`src/core/adcpc_pkg.sv`:
```
// Summary of operation
// - All three power bits in one write accepted; then wait band gap time plus core settle time.
// - Sixteen analog inputs, sampled singly or in pairs, selected by software.
// - Each conversion yields a 12-bit result from a four-stage pipeline.
// - Sampling mode select 0 means sequential, 1 means simultaneous pairs.
// - Conversion starts from pwm trigger, software trigger or external start pin.
// - Sequential mode converts selected channel each sample/hold pulse, at its falling edge.
// - Sample/hold width is one plus acquisition count, bits 8 to 11, 1..16 clocks.
// - Sampling begins 2.5 converter clocks after the trigger; the sequencer raises sample/hold 4 clocks after it.
// - Sequential: first result 4 clocks after sampling, then every 2 plus count.
// - Simultaneous: A result after 4, B after 5, then every 3 plus count.
// - Simultaneous mode samples both pair channels together at pulse falling edge.
// - Interrupt flags set a few clocks after the result register update.
// - Conversion needs band gap, reference and core power all enabled.
package adcpc_pkg;
    // ------------------------------------------------------------
    // Register offsets
    // ------------------------------------------------------------
    localparam logic [7:0] ADCPC_CTRL_A_OFS = 8'h00;
    localparam logic [7:0] ADCPC_CTRL_C_OFS = 8'h04;
    localparam logic [7:0] ADCPC_CHSEL_OFS = 8'h08;
    localparam logic [7:0] ADCPC_SWTRIG_OFS = 8'h0C;
    localparam logic [7:0] ADCPC_STATUS_OFS = 8'h10;
    localparam logic [7:0] ADCPC_RESULT_OFS = 8'h14;
    localparam logic [7:0] ADCPC_IRQ_STAT_OFS = 8'h18;
    localparam logic [7:0] ADCPC_IRQ_CLR_OFS = 8'h1C;
    localparam logic [7:0] ADCPC_IRQ_EN_OFS = 8'h20;
    // ------------------------------------------------------------
    // Field positions
    // ------------------------------------------------------------
    localparam int ADCPC_ACQ_LO = 8;
    localparam int ADCPC_ACQ_HI = 11;
    localparam int ADCPC_SAMPLING_MODE_SELECT_BIT = 0;
    localparam int ADCPC_CONT_BIT = 1;
    localparam int ADCPC_REF1_BIT = 7;
    localparam int ADCPC_REF0_BIT = 6;
    localparam int ADCPC_CORE_BIT = 5;
    localparam int ADCPC_RES_W = 12;
    localparam int ADCPC_CH_W = 4;
    // ------------------------------------------------------------
    // Timing
    // ------------------------------------------------------------
    localparam int ADCPC_CLK_NS = 100;
    localparam int ADCPC_BGR_MS = 5;
    localparam int ADCPC_PWD_US = 50;
    localparam int ADCPC_BGR_CYC = (ADCPC_BGR_MS * 1000000 + ADCPC_CLK_NS - 1) / ADCPC_CLK_NS;
    localparam int ADCPC_PWD_CYC = (ADCPC_PWD_US * 1000 + ADCPC_CLK_NS - 1) / ADCPC_CLK_NS;
    localparam logic [3:0] ADCPC_TRIG_HALF = 4'h5;   // 2.5 clocks in half periods
    localparam logic [4:0] ADCPC_LAT_A = 5'h04;
    localparam logic [4:0] ADCPC_LAT_B = 5'h05;
    localparam logic [4:0] ADCPC_SEQ_GAP = 5'h02;
    localparam logic [4:0] ADCPC_SIM_GAP = 5'h03;
    localparam logic [1:0] ADCPC_IRQ_DLY = 2'h2;
    typedef enum logic [2:0] {ADCPC_IDLE, ADCPC_DELAY, ADCPC_HOLD, ADCPC_WAIT} adcpc_state_e;
endpackage

```
`src/core/adcpc_top.sv`:
```
`timescale 1ns/1ps
module adcpc_top
    import adcpc_pkg::*;
#(
    parameter int BGR_CYCLES = ADCPC_BGR_CYC,
    parameter int PWD_CYCLES = ADCPC_PWD_CYC
) (
    input wire logic aclk,
    input wire logic aresetn,
    input wire logic [7:0] s_axi_awaddr,
    input wire logic s_axi_awvalid,
    output logic s_axi_awready,
    input wire logic [31:0] s_axi_wdata,
    input wire logic [3:0] s_axi_wstrb,
    input wire logic s_axi_wvalid,
    output logic s_axi_wready,
    output logic [1:0] s_axi_bresp,
    output logic s_axi_bvalid,
    input wire logic s_axi_bready,
    input wire logic [7:0] s_axi_araddr,
    input wire logic s_axi_arvalid,
    output logic s_axi_arready,
    output logic [31:0] s_axi_rdata,
    output logic [1:0] s_axi_rresp,
    output logic s_axi_rvalid,
    input wire logic s_axi_rready,
    input wire logic pwm_module_trigger,
    input wire logic external_conversion_start_pin,
    input wire logic [11:0] conv_data_a,
    input wire logic [11:0] conv_data_b,
    output logic sample_hold,
    output logic [3:0] mux_sel_a,
    output logic [3:0] mux_sel_b,
    output logic converter_clock_en,
    output logic irq
);
    // ------------------------------------------------------------
    // Registers and state
    // ------------------------------------------------------------
    logic [31:0] ctrl_a_reg, ctrl_c_reg, chsel_reg;
    logic [2:0] irq_stat_reg, irq_en_reg;
    logic [11:0] result_a_reg, result_b_reg;
    logic aw_full_reg, w_full_reg;
    logic [7:0] awaddr_reg;
    logic [31:0] wdata_reg;
    logic [3:0] wstrb_reg;
    logic [4:0] sh_len_reg;
    logic [31:0] pwr_cnt_reg;
    logic [1:0] pwm_sync_reg, pin_sync_reg;
    logic pwm_prev_reg, pin_prev_reg;
    logic sw_trig_reg;
    adcpc_state_e state_reg;
    logic [4:0] cnt_reg;
    logic [4:0] res_cnt_reg;
    logic res_pend_reg, b_pend_reg;
    logic [4:0] b_cnt_reg;
    logic [1:0] irq_dly_reg;
    logic [2:0] irq_set;
    logic [3:0] half_cnt_reg;
    logic do_write, power_ok, trigger, sample_edge, res_a_pulse, res_b_pulse;
    logic [3:0] acq;
    logic sampling_mode_select, ref_on, core_on;

    function automatic logic [31:0] merge(input logic [31:0] old, input logic [31:0] d, input logic [3:0] s);
        logic [31:0] r;
        r = old;
        for (int i = 0; i < 4; i++) begin
            if (s[i]) begin
                r[i*8 +: 8] = d[i*8 +: 8];
            end
        end
        return r;
    endfunction

    assign acq = ctrl_a_reg[ADCPC_ACQ_HI:ADCPC_ACQ_LO];
    assign sampling_mode_select = ctrl_a_reg[ADCPC_SAMPLING_MODE_SELECT_BIT];
    assign ref_on = ctrl_c_reg[ADCPC_REF1_BIT] & ctrl_c_reg[ADCPC_REF0_BIT];
    assign core_on = ctrl_c_reg[ADCPC_CORE_BIT];
    assign converter_clock_en = ref_on | core_on;

    // ------------------------------------------------------------
    // AXI4-Lite write channel
    // ------------------------------------------------------------
    assign s_axi_awready = !aw_full_reg && !s_axi_bvalid;
    assign s_axi_wready = !w_full_reg && !s_axi_bvalid;
    assign do_write = aw_full_reg && w_full_reg && !s_axi_bvalid;
    assign s_axi_bresp = 2'h0;

    always_ff @(posedge aclk) begin
        if (!aresetn) begin
            aw_full_reg <= 1'b0;
            w_full_reg <= 1'b0;
            s_axi_bvalid <= 1'b0;
            awaddr_reg <= 8'h00;
            wdata_reg <= 32'h0;
            wstrb_reg <= 4'h0;
        end else begin
            if (s_axi_awvalid && s_axi_awready) begin
                aw_full_reg <= 1'b1;
                awaddr_reg <= s_axi_awaddr;
            end
            if (s_axi_wvalid && s_axi_wready) begin
                w_full_reg <= 1'b1;
                wdata_reg <= s_axi_wdata;
                wstrb_reg <= s_axi_wstrb;
            end
            if (do_write) begin
                aw_full_reg <= 1'b0;
                w_full_reg <= 1'b0;
                s_axi_bvalid <= 1'b1;
            end else if (s_axi_bready) begin
                s_axi_bvalid <= 1'b0;
            end
        end
    end

    // Control registers; all three power bits may be written at once
    always_ff @(posedge aclk) begin
        if (!aresetn) begin
            ctrl_a_reg <= 32'h0;
            ctrl_c_reg <= 32'h0;
            chsel_reg <= 32'h0;
            irq_en_reg <= 3'h0;
            sw_trig_reg <= 1'b0;
        end else begin
            sw_trig_reg <= 1'b0;
            if (do_write) begin
                unique case (awaddr_reg)
                    ADCPC_CTRL_A_OFS: ctrl_a_reg <= merge(ctrl_a_reg, wdata_reg, wstrb_reg);
                    ADCPC_CTRL_C_OFS: ctrl_c_reg <= merge(ctrl_c_reg, wdata_reg, wstrb_reg);
                    ADCPC_CHSEL_OFS: chsel_reg <= merge(chsel_reg, wdata_reg, wstrb_reg);
                    ADCPC_SWTRIG_OFS: sw_trig_reg <= wdata_reg[0] & wstrb_reg[0];
                    ADCPC_IRQ_EN_OFS: irq_en_reg <= wdata_reg[2:0];
                    default: ;
                endcase
            end
        end
    end

    // ------------------------------------------------------------
    // AXI4-Lite read channel
    // ------------------------------------------------------------
    assign s_axi_arready = !s_axi_rvalid;
    assign s_axi_rresp = 2'h0;

    always_ff @(posedge aclk) begin
        if (!aresetn) begin
            s_axi_rvalid <= 1'b0;
            s_axi_rdata <= 32'h0;
        end else if (s_axi_arvalid && s_axi_arready) begin
            s_axi_rvalid <= 1'b1;
            unique case (s_axi_araddr)
                ADCPC_CTRL_A_OFS: s_axi_rdata <= ctrl_a_reg;
                ADCPC_CTRL_C_OFS: s_axi_rdata <= ctrl_c_reg;
                ADCPC_CHSEL_OFS: s_axi_rdata <= chsel_reg;
                ADCPC_STATUS_OFS: s_axi_rdata <= {30'h0, state_reg != ADCPC_IDLE, power_ok};
                ADCPC_RESULT_OFS: s_axi_rdata <= {4'h0, result_b_reg, 4'h0, result_a_reg};
                ADCPC_IRQ_STAT_OFS: s_axi_rdata <= {29'h0, irq_stat_reg};
                ADCPC_IRQ_EN_OFS: s_axi_rdata <= {29'h0, irq_en_reg};
                default: s_axi_rdata <= 32'h0;
            endcase
        end else if (s_axi_rready) begin
            s_axi_rvalid <= 1'b0;
        end
    end

    // ------------------------------------------------------------
    // Power-up wait: band gap time plus core settle time, counted from when reference and core are both on
    // ------------------------------------------------------------
    always_ff @(posedge aclk) begin
        if (!aresetn || !(ref_on && core_on)) begin
            pwr_cnt_reg <= 32'h0;
        end else if (pwr_cnt_reg < 32'(BGR_CYCLES + PWD_CYCLES)) begin
            pwr_cnt_reg <= pwr_cnt_reg + 32'h1;
        end
    end
    assign power_ok = ref_on && core_on && (pwr_cnt_reg >= 32'(BGR_CYCLES + PWD_CYCLES));

    // Pin and trigger synchronisers with rising edge detection
    always_ff @(posedge aclk) begin
        if (!aresetn) begin
            pwm_sync_reg <= 2'h0;
            pin_sync_reg <= 2'h0;
            pwm_prev_reg <= 1'b0;
            pin_prev_reg <= 1'b0;
        end else begin
            pwm_sync_reg <= {pwm_sync_reg[0], pwm_module_trigger};
            pin_sync_reg <= {pin_sync_reg[0], external_conversion_start_pin};
            pwm_prev_reg <= pwm_sync_reg[1];
            pin_prev_reg <= pin_sync_reg[1];
        end
    end
    assign trigger = power_ok && ((pwm_sync_reg[1] && !pwm_prev_reg) || (pin_sync_reg[1] && !pin_prev_reg)
        || sw_trig_reg);

    // ------------------------------------------------------------
    // Sample/hold sequencer; delay counter loaded with the half-clock constant less 3, counts whole clocks, 4 clocks to sample/hold
    // ------------------------------------------------------------
    always_ff @(posedge aclk) begin
        if (!aresetn) begin
            state_reg <= ADCPC_IDLE;
            cnt_reg <= 5'h0;
            half_cnt_reg <= 4'h0;
            sample_hold <= 1'b0;
        end else begin
            unique case (state_reg)
                ADCPC_IDLE: if (trigger) begin
                    state_reg <= ADCPC_DELAY;
                    half_cnt_reg <= ADCPC_TRIG_HALF - 4'h3;
                end
                ADCPC_DELAY: if (half_cnt_reg == 4'h0) begin
                    state_reg <= ADCPC_HOLD;
                    sample_hold <= 1'b1;
                    cnt_reg <= {1'b0, acq};
                end else begin
                    half_cnt_reg <= half_cnt_reg - 4'h1;
                end
                ADCPC_HOLD: if (cnt_reg == 5'h0) begin
                    sample_hold <= 1'b0;
                    state_reg <= ctrl_a_reg[ADCPC_CONT_BIT] && power_ok ? ADCPC_WAIT : ADCPC_IDLE;
                    cnt_reg <= sampling_mode_select ? 5'h1 : 5'h0;
                end else begin
                    cnt_reg <= cnt_reg - 5'h1;
                end
                ADCPC_WAIT: if (cnt_reg == 5'h0) begin
                    state_reg <= ADCPC_HOLD;
                    sample_hold <= 1'b1;
                    cnt_reg <= {1'b0, acq};
                end else begin
                    cnt_reg <= cnt_reg - 5'h1;
                end
                default: state_reg <= ADCPC_IDLE;
            endcase
        end
    end
    assign sample_edge = (state_reg == ADCPC_HOLD) && (cnt_reg == 5'h0);

    // Channel select; pairs share index in simultaneous mode
    always_ff @(posedge aclk) begin
        if (!aresetn) begin
            mux_sel_a <= 4'h0;
            mux_sel_b <= 4'h0;
        end else if (sampling_mode_select) begin
            mux_sel_a <= {1'b0, chsel_reg[2:0]};
            mux_sel_b <= {1'b1, chsel_reg[2:0]};
        end else begin
            mux_sel_a <= chsel_reg[ADCPC_CH_W-1:0];
            mux_sel_b <= chsel_reg[ADCPC_CH_W-1:0];
        end
    end

    // ------------------------------------------------------------
    // Result latency: A at 4 clocks after sampling, B one later
    // ------------------------------------------------------------
    always_ff @(posedge aclk) begin
        if (!aresetn) begin
            res_cnt_reg <= 5'h0;
            res_pend_reg <= 1'b0;
            b_pend_reg <= 1'b0;
            b_cnt_reg <= 5'h0;
        end else begin
            if (sample_edge) begin
                res_pend_reg <= 1'b1;
                res_cnt_reg <= ADCPC_LAT_A - 5'h1;
                b_pend_reg <= sampling_mode_select;
                b_cnt_reg <= ADCPC_LAT_B - 5'h1;
            end else begin
                if (res_pend_reg) begin
                    res_cnt_reg <= res_cnt_reg - 5'h1;
                    if (res_cnt_reg == 5'h0) begin
                        res_pend_reg <= 1'b0;
                    end
                end
                if (b_pend_reg) begin
                    b_cnt_reg <= b_cnt_reg - 5'h1;
                    if (b_cnt_reg == 5'h0) begin
                        b_pend_reg <= 1'b0;
                    end
                end
            end
        end
    end
    assign res_a_pulse = res_pend_reg && res_cnt_reg == 5'h0 && !sample_edge;
    assign res_b_pulse = b_pend_reg && b_cnt_reg == 5'h0 && !sample_edge;

    // 12-bit results from the pipelined converter
    always_ff @(posedge aclk) begin
        if (!aresetn) begin
            result_a_reg <= 12'h000;
            result_b_reg <= 12'h000;
        end else begin
            if (res_a_pulse) begin
                result_a_reg <= conv_data_a;
            end
            if (res_b_pulse) begin
                result_b_reg <= conv_data_b;
            end
        end
    end

    // ------------------------------------------------------------
    // Interrupts: flags set a few clocks after the result update
    // ------------------------------------------------------------
    always_ff @(posedge aclk) begin
        if (!aresetn) begin
            irq_dly_reg <= 2'h0;
        end else if (res_a_pulse && !sampling_mode_select || res_b_pulse) begin
            irq_dly_reg <= ADCPC_IRQ_DLY;
        end else if (irq_dly_reg != 2'h0) begin
            irq_dly_reg <= irq_dly_reg - 2'h1;
        end
    end
    // Power ready event fires on the last cycle of the power-up wait
    assign irq_set = {1'b0, ref_on && core_on && pwr_cnt_reg == 32'(BGR_CYCLES + PWD_CYCLES - 1),
        irq_dly_reg == 2'h1};

    // Sticky status; set wins over a clear in the same cycle
    always_ff @(posedge aclk) begin
        if (!aresetn) begin
            irq_stat_reg <= 3'h0;
        end else begin
            irq_stat_reg <= (irq_stat_reg & ~((do_write && awaddr_reg == ADCPC_IRQ_CLR_OFS) ? wdata_reg[2:0] : 3'h0))
                | irq_set;
        end
    end
    assign irq = |(irq_stat_reg & irq_en_reg);

    // ------------------------------------------------------------
    // Assertions
    // ------------------------------------------------------------
    // Helper count of sample/hold high cycles
    always_ff @(posedge aclk) begin
        if (!aresetn || !sample_hold) begin
            sh_len_reg <= 5'h0;
        end else begin
            sh_len_reg <= sh_len_reg + 5'h1;
        end
    end
endmodule

```
`config.mk`:
```
export PLATFORM = sky130hd
export DESIGN_NAME = adcpc_top
export DESIGN_NICKNAME = d
export VERILOG_FILES = /design/src/core/adcpc_pkg.sv /design/src/core/adcpc_top.sv
export SDC_FILE = /design/constraint.sdc
export NUM_CORES = 1
export LEC_CHECK = 0
export ABC_AREA = 1
export BUFFER_PORTS_ARGS = -buffer_cell sky130_fd_sc_hd__buf_2
export CAP_MARGIN = 0
export CORE_ASPECT_RATIO = 0.6
export CORE_MARGIN = 1
export CORE_UTILIZATION = 35
export DETAILED_ROUTE_END_ITERATION = 8
export GPL_TIMING_DRIVEN = 1
export PLACE_DENSITY_LB_ADDON = 0.25
export SLEW_MARGIN = 20
export SYNTH_ARGS = -nofsm -noshare
export SYNTH_HDL_FRONTEND = slang
export SYNTH_SLANG_ARGS = --single-unit
export TNS_END_PERCENT = 5
```
`constraint.sdc`:
```
create_clock -name aclk -period 2.1 [get_ports aclk]
set_input_delay 0.105 -clock aclk [delete_from_list [all_inputs] [get_ports aclk]]
set_output_delay 0.105 -clock aclk [all_outputs]
set_load 0.05 [all_outputs]
```
==> impl_results.rst, run 1 <==
.. list-table::
   :header-rows: 1

   * - Metric
     - Value
   * - Power per standard cell area
     - 824.8 nW/um2
   * - Endpoint of the worst hold path
     - wstrb_reg[0]
   * - Total count of max-transition violations in the final report
     - 0
   * - Total track usage
     - 0.1989
   * - Number of endpoints failing setup at the final stage
     - 0
   * - Core Footprint
     - between 30,000 and 40,000 um2
   * - Via count
     - 10,413
   * - Maximum resistive drop on vdd
     - 0.0005499 V
   * - Power dissipated by switching net loads
     - 2.731 mW
   * - Number of placed cells counting well taps
     - 2,024
   * - Critical path cell sequence
     - or2_1, nor2_1, nand2_2, nor2_1, nand2_1, o21ai_0, a21oi_1
   * - Fmax
     - a little under 500 MHz
   * - Fraction of final layout cells sized beyond drive strength 1
     - 0.1344
   * - Relative slew slack
     - 0.5606
   * - Result of the run
     - completed
   * - Buffer levels on the longest clock path
     - 3
   * - Data required time of the critical path
     - around 2.5 ns
   * - Wire length of the first global-routing pass
     - 51,120 um
   * - Shortest clock period the worst path allows after layout
     - a little over 2 ns
   * - Worst-path clk slew
     - 0.07 ns
   * - Transition time at the pin with the least slew margin
     - 0.6592 ns
   * - End of the worst register-to-register path
     - ctrl_a_reg[6]
   * - Post-route DRC violation count
     - 0
   * - Final period util
     - 0.9796
   * - TritonRoute pass-1 iters
     - 7
   * - Total wirelength of the detailed-routed design
     - 32,920 um
   * - Worst clock skew
     - 0.01273 ns
   * - Endpoint class of the critical path
     - flip-flop
   * - Critical path arrival
     - roughly 2.5 ns
   * - Kind of launch point of the worst setup path
     - flip-flop
   * - Sequential group share of total power
     - 0.471
   * - Hold Crit Depth
     - 3
   * - Netlist Area Pre-Place
     - 11,090 um2
   * - Initial antenna violation count
     - 1
   * - Die H
     - roughly 140 um
   * - Part of the total power dissipated in combinational logic
     - 0.065
   * - Pin count of the biggest net entering global routing
     - 106
   * - Leakage
     - 5.676 nW
   * - Number of core rows
     - 50
   * - Cell count after synthesis
     - between 1,500 and 2,000
   * - Setup repair after global routing missed its margin
     - yes
   * - Die outline width
     - 231.8 um
   * - Share of total power consumed by net switching
     - 0.2367
   * - Depth of the worst register-to-register path
     - 7
   * - H-tree depth reported by CTS
     - 1
   * - Reg2Reg Launch Point
     - awaddr_reg[7]
   * - DP HPWL
     - 22,510 um
   * - Antenna-violating nets left
     - 0
   * - Crit path largest cell delay
     - between 0.3 and 0.4 ns
   * - Via count of the first global-routing pass
     - 9,580
   * - Launch instance of the worst min-delay path
     - s_axi_wstrb[0]
   * - Clock tree root buffer cell
     - sky130_fd_sc_hd__clkbuf_16
   * - Mean Syn Cell Area
     - 7.346 um2
   * - First DRT Iteration DRCs
     - approximately 1,100
   * - Final Hold Slack
     - 0.01467 ns
   * - Number of setup buffers added after CTS
     - 0
   * - Synth warn
     - 0
   * - Floorplan die area
     - 32,410 um2
   * - Endpoints failing hold
     - 0
   * - Hold/Removal Path Class
     - input port to flip-flop
   * - Vias per cell
     - 4.843
   * - IO Count
     - ~140
   * - Clock latency reported for the late side of the worst-skew pair
     - 0.55 ns
   * - Total internal power
     - 8.809 mW
   * - Proportion of synthesized chip area in sequential cells
     - 0.4984
   * - Initial core utilization
     - 0.3558
   * - Crit-path most repeated cell
     - sky130_fd_sc_hd__nor2_1
   * - Number of max-cap violations
     - 0
   * - Clock network fraction of design power
     - 0.464
   * - Worst Setup Path Type
     - flip-flop to flip-flop
   * - Layout Cells excl Fill
     - roughly 2,200
   * - Number of library cell types mapped by synthesis
     - 39
   * - WL/cell
     - 15.31 um
   * - Gp weighted congestion
     - 0.8624
   * - Congestion Overflow GR
     - 0
   * - Cell with the largest stage delay on the worst path
     - sky130_fd_sc_hd__nand2_1
   * - Number of clock sinks
     - 276
   * - # nets final
     - 1,803
   * - Area delta synth->final
     - 26.22%
   * - # port buffers
     - 132
   * - Critical-path maximum fanout
     - 15
   * - TritonCTS clock tree
     - built
   * - Setup slack, reg-to-reg
     - 0.04 ns
   * - Flop and latch count out of synthesis
     - about 280
   * - TritonCTS Buffers
     - 28
[layer usage]
layer / track usage / routed length, um
met1: 0.2997 / 16810
met5: 0 / 0
met2: 0.2919 / 13470
met4: 0.04952 / 762
met3: 0.03094 / 1880
[stage by stage]
| stage | area (um2) | TNS (ns) | utilization | total power, mW | worst slack [ns] |
|---|---|---|---|---|---|
| finish | 13990 | 0 | 0.4491 | 11.54 | 0.04283 |
| global route | 13990 | -1.221 | 0.4491 | 11.94 | -0.1089 |
| CTS | 13980 | 0 | 0.4488 | 11.63 | 0.1232 |
| detailed placement | 12260 | 0 | 0.3936 | 6.177 | 0.1434 |
| global placement | 12260 | 0 | 0.3936 | 6.171 | 0.2084 |
| floorplan | 11100 | 0 | - | 5.897 | 0.1493 |
[area by class of cell]
| type | count | area (um2) |
|---|---|---|
| Antenna cell | 1 | 2.502 |
| Sequential cell | 276 | 5525 |
| Tap cell | 416 | 520.5 |
| Fill cell | 3205 | 17160 |
| Multi-Input combinational cell | 968 | 4518 |
| Inverter | 194 | 732.0 |
| Timing Repair Buffer | 243 | 1704 |
| Clock buffer | 36 | 802.0 |
| Clock inverter | 16 | 187.7 |
[cell usage in the layout (no fill, tap or decap), drive strengths merged]
cell | Yosys | routed
o211ai | 5 | 5
nand3 | 30 | 30
xor2 | 4 | 4
buf | 26 | 170
nand2 | 213 | 213
conb | 1 | 4
dfxtp | 276 | 276
nand4 | 15 | 15
clkbuf | 48 | 36
a221oi | 1 | 1
o21ai | 201 | 201
o21a | 3 | 3
and3 | 1 | 1
a211oi | 5 | 5
or2 | 2 | 2
o221ai | 9 | 9
o22ai | 22 | 22
dlygate4sd3 | 0 | 73
nor4 | 8 | 8
nor2 | 275 | 275
clkinvlp | 0 | 1
nor3 | 9 | 9
diode | 0 | 1
a21oi | 142 | 142
a31oi | 2 | 2
inv | 193 | 195
bufinv | 0 | 4
o31ai | 1 | 1
o2111ai | 4 | 4
ha | 7 | 7
xnor2 | 3 | 3
clkinv | 1 | 10
nand3b | 2 | 2
[power by group through the flow]
stage	clock network, mW	registers (mW)	logic [mW]
after floorplan	0	5.51	0.384
after global placement	0	5.55	0.625
after detailed placement	0	5.55	0.632
after CTS	5.46	5.43	0.740
after global routing	5.68	5.44	0.822
final	5.36	5.43	0.748
[cell families after synthesis]
group | count (synthesis) | synth area share
simple gates | 555 | 0.2034
xor+xnor | 7 | 0.005531
compound gates | 395 | 0.1889
buf+inv | 268 | 0.09548
flops | 276 | 0.4984
other cells | 1 | 0.0003383
fa+ha+maj | 7 | 0.007900
[how the worst max path moves through the flow]
stage,to,cells past startpoint,slack [ns],from
2_1_floorplan,awaddr_reg[3],5,0.15,s_axi_bvalid
3_3_place_gp,chsel_reg[1],8,0.21,awaddr_reg[7]
3_5_place_dp,ctrl_a_reg[6],7,0.14,awaddr_reg[7]
4_1_cts,ctrl_c_reg[0],8,0.12,awaddr_reg[7]
5_1_grt,ctrl_a_reg[6],7,-0.11,awaddr_reg[7]
6_report,ctrl_a_reg[6],7,0.04,awaddr_reg[7]
[what timing repair did]
action | CTS | global route
endpoints found under the hold margin | 71 | 0
setup endpoints to repair | 0 | 32
hold buffers | 73 | 0
resized for setup | 0 | 2
[worst max-delay path, delay by kind of cell (launching register included)]
kind / cells / cell delay, ns
and+or+nand+nor: 5 / 1.25
AOI/OAI and AO/OA: 2 / 0.37
DFF: 1 / 0.31
[synthesized netlist by cell type, drive strengths merged]
master   instances  area [um2]
or2              2       12.52
inv            193       724.5
conb             1       3.750
nor2           275        1042
nor3             9       50.05
a221oi           1       8.760
ha               7       87.58
and3             1       6.260
nand3           30       150.1
o2111ai          4       35.03
nor4             8       80.08
clkbuf          48       181.4
nand2          213       804.5
nand3b           2       15.01
a31oi            2       12.51
o22ai           22       137.6
clkinv           1       3.750
nand4           15       93.84
dfxtp          276        5525
buf             26       148.9
a211oi           5       37.54
o31ai            1       7.510
o21a             3       22.52
o221ai           9       78.83
xor2             4       35.03
o21ai          201        1006
a21oi          142       710.7
o211ai           5       37.54
xnor2            3       26.28
Note: power is estimated with default switching activity, not from simulation.
==> run 2, diff against run 1 <==
--- a/config.mk
+++ b/config.mk
@@ -10,7 +10,7 @@
 export CAP_MARGIN = 0
 export CORE_ASPECT_RATIO = 0.6
 export CORE_MARGIN = 1
-export CORE_UTILIZATION = 35
+export CORE_UTILIZATION = 58
 export DETAILED_ROUTE_END_ITERATION = 8
 export GPL_TIMING_DRIVEN = 1
 export PLACE_DENSITY_LB_ADDON = 0.25
==> run 2 against run 1 <==
- final cell count is 9.3% lower
- global-route usage increased by 11 points
- routed wire length fell by 8.0%
- sequential power about the same
- worst hold slack gained 0.015 ns
- core utilization grew 28 points
- clock skew is 0.00065 ns lower
- sequential share of layout area up 1.6 points
- power decreased by 9.0%
- cell area is 3.8% lower
- clock power decreased by 19%
- critical endpoint is now ctrl_a_reg[1]
- highest routed layer unchanged
==> impl_results.rst, run 2 (synthesis gave the netlist of run 1 again) <==
.. list-table::
   :header-rows: 1

   * - Metric
     - Value
   * - Crit path max-delay family
     - simple AND/OR/NAND/NOR gates
   * - Initial antenna violation count
     - 0 (-1)
   * - Endpoints failing hold
     - 0 (unchanged)
   * - Data required time of the critical path
     - 2.49 ns (-0.04 ns)
   * - Number of clock sinks
     - 276 (unchanged)
   * - Fraction of final layout cells sized beyond drive strength 1
     - 0.1200 (-0.01450)
   * - TritonCTS clock tree
     - built
   * - Hold/Removal Path Class
     - input port to flip-flop
   * - End of the worst register-to-register path
     - ctrl_a_reg[1]
   * - Worst-path clk slew
     - 0.07 ns (about the same)
   * - Via count
     - 10,627 (+2.1%)
   * - DP HPWL
     - 20,050 um (-11%)
   * - Congestion Overflow GR
     - 0 (unchanged)
   * - Wire length of the first global-routing pass
     - 48,360 um (-5.4%)
   * - Via count of the first global-routing pass
     - 9,694 (+1.2%)
   * - Setup repair after global routing missed its margin
     - yes
   * - Commonest cells after routing, fill and taps aside
     - sky130_fd_sc_hd__dfxtp_1 (276), sky130_fd_sc_hd__nor2_1 (272), sky130_fd_sc_hd__nand2_1 (210)
   * - Crit-path most repeated cell
     - sky130_fd_sc_hd__nor2_1
   * - Transition time at the pin with the least slew margin
     - 0.5957 ns (-0.06346 ns)
   * - Depth of the worst register-to-register path
     - 7 (unchanged)
   * - Critical path cell sequence
     - or2_1, nor2_1, nand2_2, nor2_1, nand2_1, o21ai_0, a21oi_1
   * - H-tree depth reported by CTS
     - 1 (unchanged)
   * - Initial core utilization
     - 0.6025 (+0.2467)
   * - Maximum resistive drop on vdd
     - 0.0006630 V (+21%)
   * - Clock tree root buffer cell
     - sky130_fd_sc_hd__clkbuf_16
   * - Vias per cell
     - 5.453 (+13%)
   * - Number of endpoints failing setup at the final stage
     - 0 (unchanged)
   * - Hold Crit Depth
     - 3 (unchanged)
   * - Total count of max-transition violations in the final report
     - 0 (unchanged)
   * - Kind of launch point of the worst setup path
     - flip-flop
   * - Launch instance of the worst min-delay path
     - aresetn
   * - Total track usage
     - 0.3071 (+0.1082)
   * - Worst setup margin
     - 0.05921 ns (+0.01638 ns)
   * - Fmax
     - 490.0 MHz (+0.80%)
   * - Number of core rows
     - 38 (-24%)
   * - Gp weighted congestion
     - 0.9291 (+7.7%)
   * - Shortest clock period the worst path allows after layout
     - 2.041 ns (-0.01638 ns)
   * - Setup slack, reg-to-reg
     - 0.06 ns (+0.02 ns)
   * - Die outline width
     - 180.5 um (-22%)
   * - Result of the run
     - completed
   * - Buffer levels on the longest clock path
     - 3 (unchanged)
   * - TritonCTS Buffers
     - 24 (-14%)
   * - Most common cell after layout, fill and taps aside
     - sky130_fd_sc_hd__dfxtp_1
   * - Cell with the largest stage delay on the worst path
     - sky130_fd_sc_hd__nand2_1
   * - Diodes inserted
     - 0 (-1)
   * - Worst clock skew
     - 0.01208 ns (-0.0006513 ns)
   * - Critical path arrival
     - 2.43 ns (-0.05 ns)
   * - Critical-path maximum fanout
     - 15 (unchanged)
   * - Endpoint class of the critical path
     - flip-flop
   * - IO Count
     - 137 (unchanged)
   * - Clock latency reported for the late side of the worst-skew pair
     - 0.52 ns (-0.03 ns)
   * - Number of setup buffers added after CTS
     - 0 (unchanged)
   * - Power per standard cell area
     - 780.0 nW/um2 (-5.4%)
   * - Utilization after layout
     - 0.7315 (+0.2824)
   * - TritonRoute pass-1 iters
     - 6 (-1)
   * - Pin count of the biggest net entering global routing
     - 106 (unchanged)
   * - Worst Setup Path Type
     - flip-flop to flip-flop
   * - Endpoint of the worst hold path
     - pwm_sync_reg[0]
   * - Fin Setup TNS
     - 0 ns (unchanged)
   * - Number of max-cap violations
     - 0 (unchanged)
   * - Reg2Reg Launch Point
     - awaddr_reg[7]
   * - Core Footprint
     - 18,400 um2 (-41%)
   * - Relative slew slack
     - 0.6024 (+0.04187)
   * - Final period util
     - 0.9718 (-0.007800)
   * - # port buffers
     - 132 (unchanged)
   * - Area delta synth->final
     - 21.41%
   * - Crit path largest cell delay
     - 0.39 ns (+0.02 ns)
   * - Total wirelength of the detailed-routed design
     - 30,270 um (-8.0%)
   * - # nets final
     - 1,784 (-1.1%)
   * - Worst slack at placement
     - 0.1579 ns (+0.01448 ns)
   * - Power Total
     - 10.50 mW (-9.0%)
   * - Post-route DRC violation count
     - 0 (unchanged)
   * - Die H
     - 109.1 um (-22%)
   * - First DRT Iteration DRCs
     - 937 (-11%)
   * - Antenna-violating nets left
     - 0 (unchanged)
   * - WL/cell
     - 15.53 um (+1.4%)
   * - Leakage
     - 5.492 nW (-3.3%)
   * - Number of fillers in the final layout
     - 1,433 (-55%)
   * - Floorplan die area
     - 19,690 um2 (-39%)
   * - Total buffers and inverters traversed by the critical path
     - 0 (unchanged)
## run 2: layer usage
| metal | vias up | part of all wire | GRT usage |
|---|---|---|---|
| li1 | 5221 | - | - |
| met1 | 4861 | 0.45 | 0.4293 |
| met2 | 478 | 0.43 | 0.4931 |
| met3 | 67 | 0.095 | 0.04810 |
| met4 | 0 | 0.026 | 0.09158 |
| met5 | - | 0 | 0 |
## run 2: worst max path at each step
| stage | from | end | cells past startpoint |
|---|---|---|---|
| 2_1_floorplan | s_axi_bvalid | awaddr_reg[3] | 5 |
| 3_3_place_gp | awaddr_reg[7] | chsel_reg[0] | 8 |
| 3_5_place_dp | awaddr_reg[7] | chsel_reg[0] | 8 |
| 4_1_cts | awaddr_reg[7] | ctrl_a_reg[1] | 7 |
| 5_1_grt | awaddr_reg[7] | chsel_reg[0] | 8 |
| 6_report | awaddr_reg[7] | ctrl_a_reg[1] | 7 |
## run 2: metrics by stage
step	hold slack, ns	cells	area (um2)
global route	0.03319	1949	13460
detailed placement	0.2980	1834	11960
global placement	0.2941	1834	11960
finish	0.02983	1949	13460
floorplan	0.2026	1512	11100
CTS	0.01253	1949	13450
## run 2: area by class of cell
type,instances,area (um2),area share
clock buffers,36,706.9,0.05252
clock inverters,7,62.56,0.004648
inverters,194,732.0,0.05438
multi-input cells,968,4518,0.3357
flip-flops and latches,276,5525,0.4105
well taps,240,300.3,0.02231
repair buffers,228,1614,0.1199
## run 2: report_power, final
part | internal (mW) | leakage, nW | switching, mW
logic | 0.282 | 2.88 | 0.443
registers | 5.33 | 2.23 | 0.0921
clock network | 2.45 | 0.379 | 1.90
## run 2: timing repair
item | 4_1_cts | 5_1_grt
gates resized for setup | 0 | 2
endpoints found under the hold margin | 72 | 0
hold buffers | 72 | 0
endpoints found under the setup margin | 0 | 83
## run 2: tightest hold or removal path, cell delays in order
cell and delay (ns):
sky130_fd_sc_hd__buf_4 0.25, sky130_fd_sc_hd__nand2_1 0.11, sky130_fd_sc_hd__inv_1 0.03
==> run 3, diff against run 2 <==
--- a/config.mk
+++ b/config.mk
@@ -5,7 +5,6 @@
 export SDC_FILE = /design/constraint.sdc
 export NUM_CORES = 1
 export LEC_CHECK = 0
-export ABC_AREA = 1
 export BUFFER_PORTS_ARGS = -buffer_cell sky130_fd_sc_hd__buf_2
 export CAP_MARGIN = 0
 export CORE_ASPECT_RATIO = 0.6
@@ -14,6 +13,7 @@
 export DETAILED_ROUTE_END_ITERATION = 8
 export GPL_TIMING_DRIVEN = 1
 export PLACE_DENSITY_LB_ADDON = 0.25
+export RECOVER_POWER = 25
 export SLEW_MARGIN = 20
 export SYNTH_ARGS = -nofsm -noshare
 export SYNTH_HDL_FRONTEND = slang
==> run 3 against run 2 <==
- the flow now finishes with violations (setup timing)
- first-iteration DRC count up 11%
- maximum frequency down 6.5%
- final cell count down 15%
- clock power up 2%
- clock skew up 0.0089 ns
- sequential cell count unchanged
- sequential share of layout area down 0.49 points
- via count down 8.5%
==> impl_results.rst, run 3 <==
.. list-table::
   :header-rows: 1

   * - Metric
     - Value
   * - IO Count
     - 137 (unchanged)
   * - Synth warn
     - 0 (unchanged)
   * - Setup repair after global routing missed its margin
     - yes
   * - Clock tree root buffer cell
     - sky130_fd_sc_hd__clkbuf_16
   * - Total track usage
     - 0.3136 (+0.006556)
   * - Die outline width
     - 179.0 um (-0.82%)
   * - CP Launch Point
     - pwr_cnt_reg[3]
   * - Maximum resistive drop on vdd
     - 0.0006442 V (-2.8%)
   * - Cell with the most instances after synthesis
     - sky130_fd_sc_hd__dfxtp_1
   * - Leakage
     - 5.886 nW (+7.2%)
   * - Via count
     - 9,723 (-8.5%)
   * - Cell count after synthesis
     - 1,181 (-22%)
   * - Total wirelength of the detailed-routed design
     - 30,410 um (+0.46%)
   * - Antenna-violating nets left
     - 0 (unchanged)
   * - Gp weighted congestion
     - 0.9239 (-0.56%)
   * - Total count of max-transition violations in the final report
     - 0 (unchanged)
   * - Worst Setup Path Type
     - flip-flop to flip-flop
   * - Wire length of the first global-routing pass
     - 47,950 um (-0.84%)
   * - Hold Crit Depth
     - 4 (+1)
   * - Mean Syn Cell Area
     - 9.231 um2 (+26%)
   * - Launch instance of the worst min-delay path
     - s_axi_awvalid
   * - Dominant cells by area after synthesis
     - sky130_fd_sc_hd__dfxtp_1 (51%), sky130_fd_sc_hd__mux2i_1 (11%), sky130_fd_sc_hd__nor2_1 (5.6%)
   * - DP HPWL
     - 19,200 um (-4.2%)
   * - WL/cell
     - 18.41 um (+19%)
   * - Proportion of synthesized chip area in sequential cells
     - 0.5068 (+0.008409)
   * - Transition time at the pin with the least slew margin
     - 1.497 ns (+0.9011 ns)
   * - Floorplan die area
     - 19,370 um2 (-1.6%)
   * - Vias per cell
     - 5.886 (+7.9%)
   * - Relative slew slack
     - 0.002112 (-0.6003)
   * - # port buffers
     - 132 (unchanged)
   * - TritonRoute pass-1 iters
     - 5 (-1)
   * - Area delta synth->final
     - 25.01%
   * - Worst setup margin
     - -0.08311 ns (-0.1423 ns)
   * - Via count of the first global-routing pass
     - 9,073 (-6.4%)
   * - Initial antenna violation count
     - 0 (unchanged)
   * - Number of max-cap violations
     - 0 (unchanged)
   * - Result of the run
     - finished with violations
   * - Die H
     - 108.2 um (-0.82%)
   * - Shortest clock period the worst path allows after layout
     - 2.183 ns (+0.1423 ns)
   * - Number of flops mapped to enable cells by yosys
     - 0 (unchanged)
   * - Fraction of final layout cells sized beyond drive strength 1
     - 0.1579 (+0.03798)
   * - Post-route DRC violation count
     - 0 (unchanged)
   * - Clock latency reported for the late side of the worst-skew pair
     - 0.53 ns (about the same)
   * - Critical-path maximum fanout
     - 14 (-1)
   * - Core Footprint
     - 18,210 um2 (-1.0%)
   * - Most frequent cells after synthesis
     - sky130_fd_sc_hd__dfxtp_1 (276), sky130_fd_sc_hd__nor2_1 (163), sky130_fd_sc_hd__nand2_1 (147), sky130_fd_sc_hd__mux2i_1 (125), sky130_fd_sc_hd__a21oi_1 (69)
   * - Number of fillers in the final layout
     - 1,320 (-7.9%)
   * - Data required time of the critical path
     - 2.56 ns (+0.07 ns)
   * - Number of library cell types mapped by synthesis
     - 65 (+67%)
   * - Endpoint class of the critical path
     - flip-flop
   * - Worst-path clk slew
     - 0.07 ns (about the same)
   * - Depth of the worst register-to-register path
     - 6 (-1)
   * - Kind of launch point of the worst setup path
     - flip-flop
   * - Number of placed cells counting well taps
     - 1,535 (-16%)
   * - Area share of the leading cell type in the synthesized netlist
     - 0.5068 (+0.008409)
   * - Layout Cells excl Fill
     - 1,652 (-15%)
   * - Worst clock skew
     - 0.02097 ns (+0.008890 ns)
   * - Main synth FF type
     - sky130_fd_sc_hd__dfxtp_1
   * - Fmax
     - 458.1 MHz (-6.5%)
   * - Async set-reset flop share out of synthesis
     - 0 (unchanged)
   * - Netlist Area Pre-Place
     - 10,900 um2 (-1.7%)
   * - Most common cell after layout, fill and taps aside
     - sky130_fd_sc_hd__dfxtp_1
   * - Pin count of the biggest net entering global routing
     - 136 (+28%)
   * - # nets final
     - 1,486 (-17%)
   * - Number of clock sinks
     - 276 (unchanged)
   * - Sequential standard cell area
     - 5528 um2 (about the same)
   * - Flop and latch count out of synthesis
     - 276 (unchanged)
   * - H-tree depth reported by CTS
     - 1 (unchanged)
   * - Power Total
     - 10.45 mW (-0.49%)
   * - Congestion Overflow GR
     - 0 (unchanged)
   * - Combined area of the multi-input logic cells
     - 5057 um2 (+12%)
   * - Failing checks
     - setup timing
   * - Biggest area consumer among synthesized cells
     - sky130_fd_sc_hd__dfxtp_1
   * - Buffer levels on the longest clock path
     - 3 (unchanged)
   * - Critical path arrival
     - 2.64 ns (+0.21 ns)
   * - Reg2Reg Launch Point
     - pwr_cnt_reg[3]
   * - Final period util
     - 1.040 (+0.06777)
   * - Number of endpoints failing setup at the final stage
     - 6 (+6)
   * - First DRT Iteration DRCs
     - 1,044 (+11%)
   * - Power per standard cell area
     - 766.6 nW/um2 (-1.7%)
   * - TritonCTS Buffers
     - 24 (unchanged)
   * - Initial core utilization
     - 0.5987 (-0.003808)
   * - Number of setup buffers added after CTS
     - 0 (unchanged)
   * - Commonest cells after routing, fill and taps aside
     - sky130_fd_sc_hd__dfxtp_1 (274), sky130_fd_sc_hd__nor2_1 (159), sky130_fd_sc_hd__nand2_1 (146)
   * - Endpoints failing hold
     - 0 (unchanged)
   * - Diodes inserted
     - 0 (unchanged)
   * - Number of core rows
     - 38 (unchanged)
   * - TritonCTS clock tree
     - built
   * - Hold/Removal Path Class
     - input port to flip-flop
run 3: cell count changes after synthesis, moves of 10 or more:
| cell | before | now |
|---|---|---|
| sky130_fd_sc_hd__and3_1 | 1 | 22 |
| sky130_fd_sc_hd__o21ai_0 | 201 | 40 |
| sky130_fd_sc_hd__a21oi_1 | 142 | 69 |
| sky130_fd_sc_hd__inv_1 | 191 | 22 |
| sky130_fd_sc_hd__mux2i_1 | 0 | 125 |
| sky130_fd_sc_hd__nand2_1 | 211 | 147 |
| sky130_fd_sc_hd__a22o_1 | 0 | 21 |
| sky130_fd_sc_hd__buf_2 | 14 | 4 |
| sky130_fd_sc_hd__nor2_1 | 273 | 163 |
| sky130_fd_sc_hd__clkbuf_1 | 47 | 62 |
| sky130_fd_sc_hd__o22ai_1 | 22 | 2 |
| sky130_fd_sc_hd__a221oi_1 | 1 | 25 |
| sky130_fd_sc_hd__or4_1 | 0 | 11 |
| sky130_fd_sc_hd__and2_1 | 0 | 13 |
run 3: repair_timing:
| action | CTS | global route |
|---|---|---|
| pin swaps | 7 | 1 |
| setup endpoints to repair | 13 | 24 |
| hold buffers | 73 | 0 |
| resized for setup | 7 | 15 |
| endpoints found under the hold margin | 72 | 0 |
run 3: logic make-up after synthesis:
family	after synthesis	share of synthesized area
buffers and inverters	102	0.03937
muxes	128	0.1189
AOI/OAI and AO/OA	211	0.1302
xor gates and xnor gates	13	0.01044
other	1	0.0003440
DFF	276	0.5068
adders and majority gates	7	0.008034
and+or+nand+nor	443	0.1859
run 3: final cells by class:
class,count,share of cell area
inverter,22,0.006151
clock buffer,36,0.05031
timing repair buffer,264,0.1373
sequential,276,0.4056
multi-input combinational,806,0.3711
clock inverter,8,0.007437
tap,240,0.02203
run 3: metal layers:
| metal | global-route usage | up-vias | wire, um |
|---|---|---|---|
| met4 | 0.06416 | 0 | 433 |
| met3 | 0.05802 | 41 | 2606 |
| li1 | - | 4586 | - |
| met5 | 0 | - | 0 |
| met2 | 0.4658 | 426 | 13080 |
| met1 | 0.4712 | 4670 | 14290 |
run 3: worst max-delay path, stage by stage, from the launching register on:
cell	delay (ns)
sky130_fd_sc_hd__dfxtp_2	0.33
sky130_fd_sc_hd__o41a_1	0.41
sky130_fd_sc_hd__o2111a_1	0.25
sky130_fd_sc_hd__or3_4	0.43
sky130_fd_sc_hd__buf_4	0.18
sky130_fd_sc_hd__or3_1	0.37
sky130_fd_sc_hd__a21oi_2	0.14
run 3: path summary, 6_finish.rpt:
| check | endpoint | slack [ns] |
|---|---|---|
| setup / recovery | pwr_cnt_reg[12] | -0.08 |
| hold / removal | awaddr_reg[7] | 0.05 |
| setup reg to reg | pwr_cnt_reg[12] | -0.08 |
| hold reg to reg | pin_sync_reg[1] | 0.43 |
run 3: power by group:
part | leakage [nW] | total (mW) | switching (mW) | internal (mW)
Sequential | 2.23 | 5.38 | 0.0800 | 5.30
Combinational | 3.27 | 0.616 | 0.364 | 0.253
Clock | 0.389 | 4.45 | 1.93 | 2.51
run 3: through the flow:
| stage | hold WS, ns | TNS, ns | utilization | setup WS (ns) | cell area, um2 |
|---|---|---|---|---|---|
| global placement | 0.2894 | 0 | 0.6641 | 0.003701 | 12090 |
| detailed placement | 0.3060 | -0.5513 | 0.6641 | -0.08555 | 12090 |
| floorplan | 0.2051 | -0.2230 | - | -0.03717 | 10920 |
| global route | 0.07712 | -1.012 | 0.7484 | -0.1510 | 13630 |
| finish | 0.04844 | -0.4074 | 0.7484 | -0.08311 | 13630 |
| CTS | 0.02563 | -0.3887 | 0.7486 | -0.07863 | 13630 |
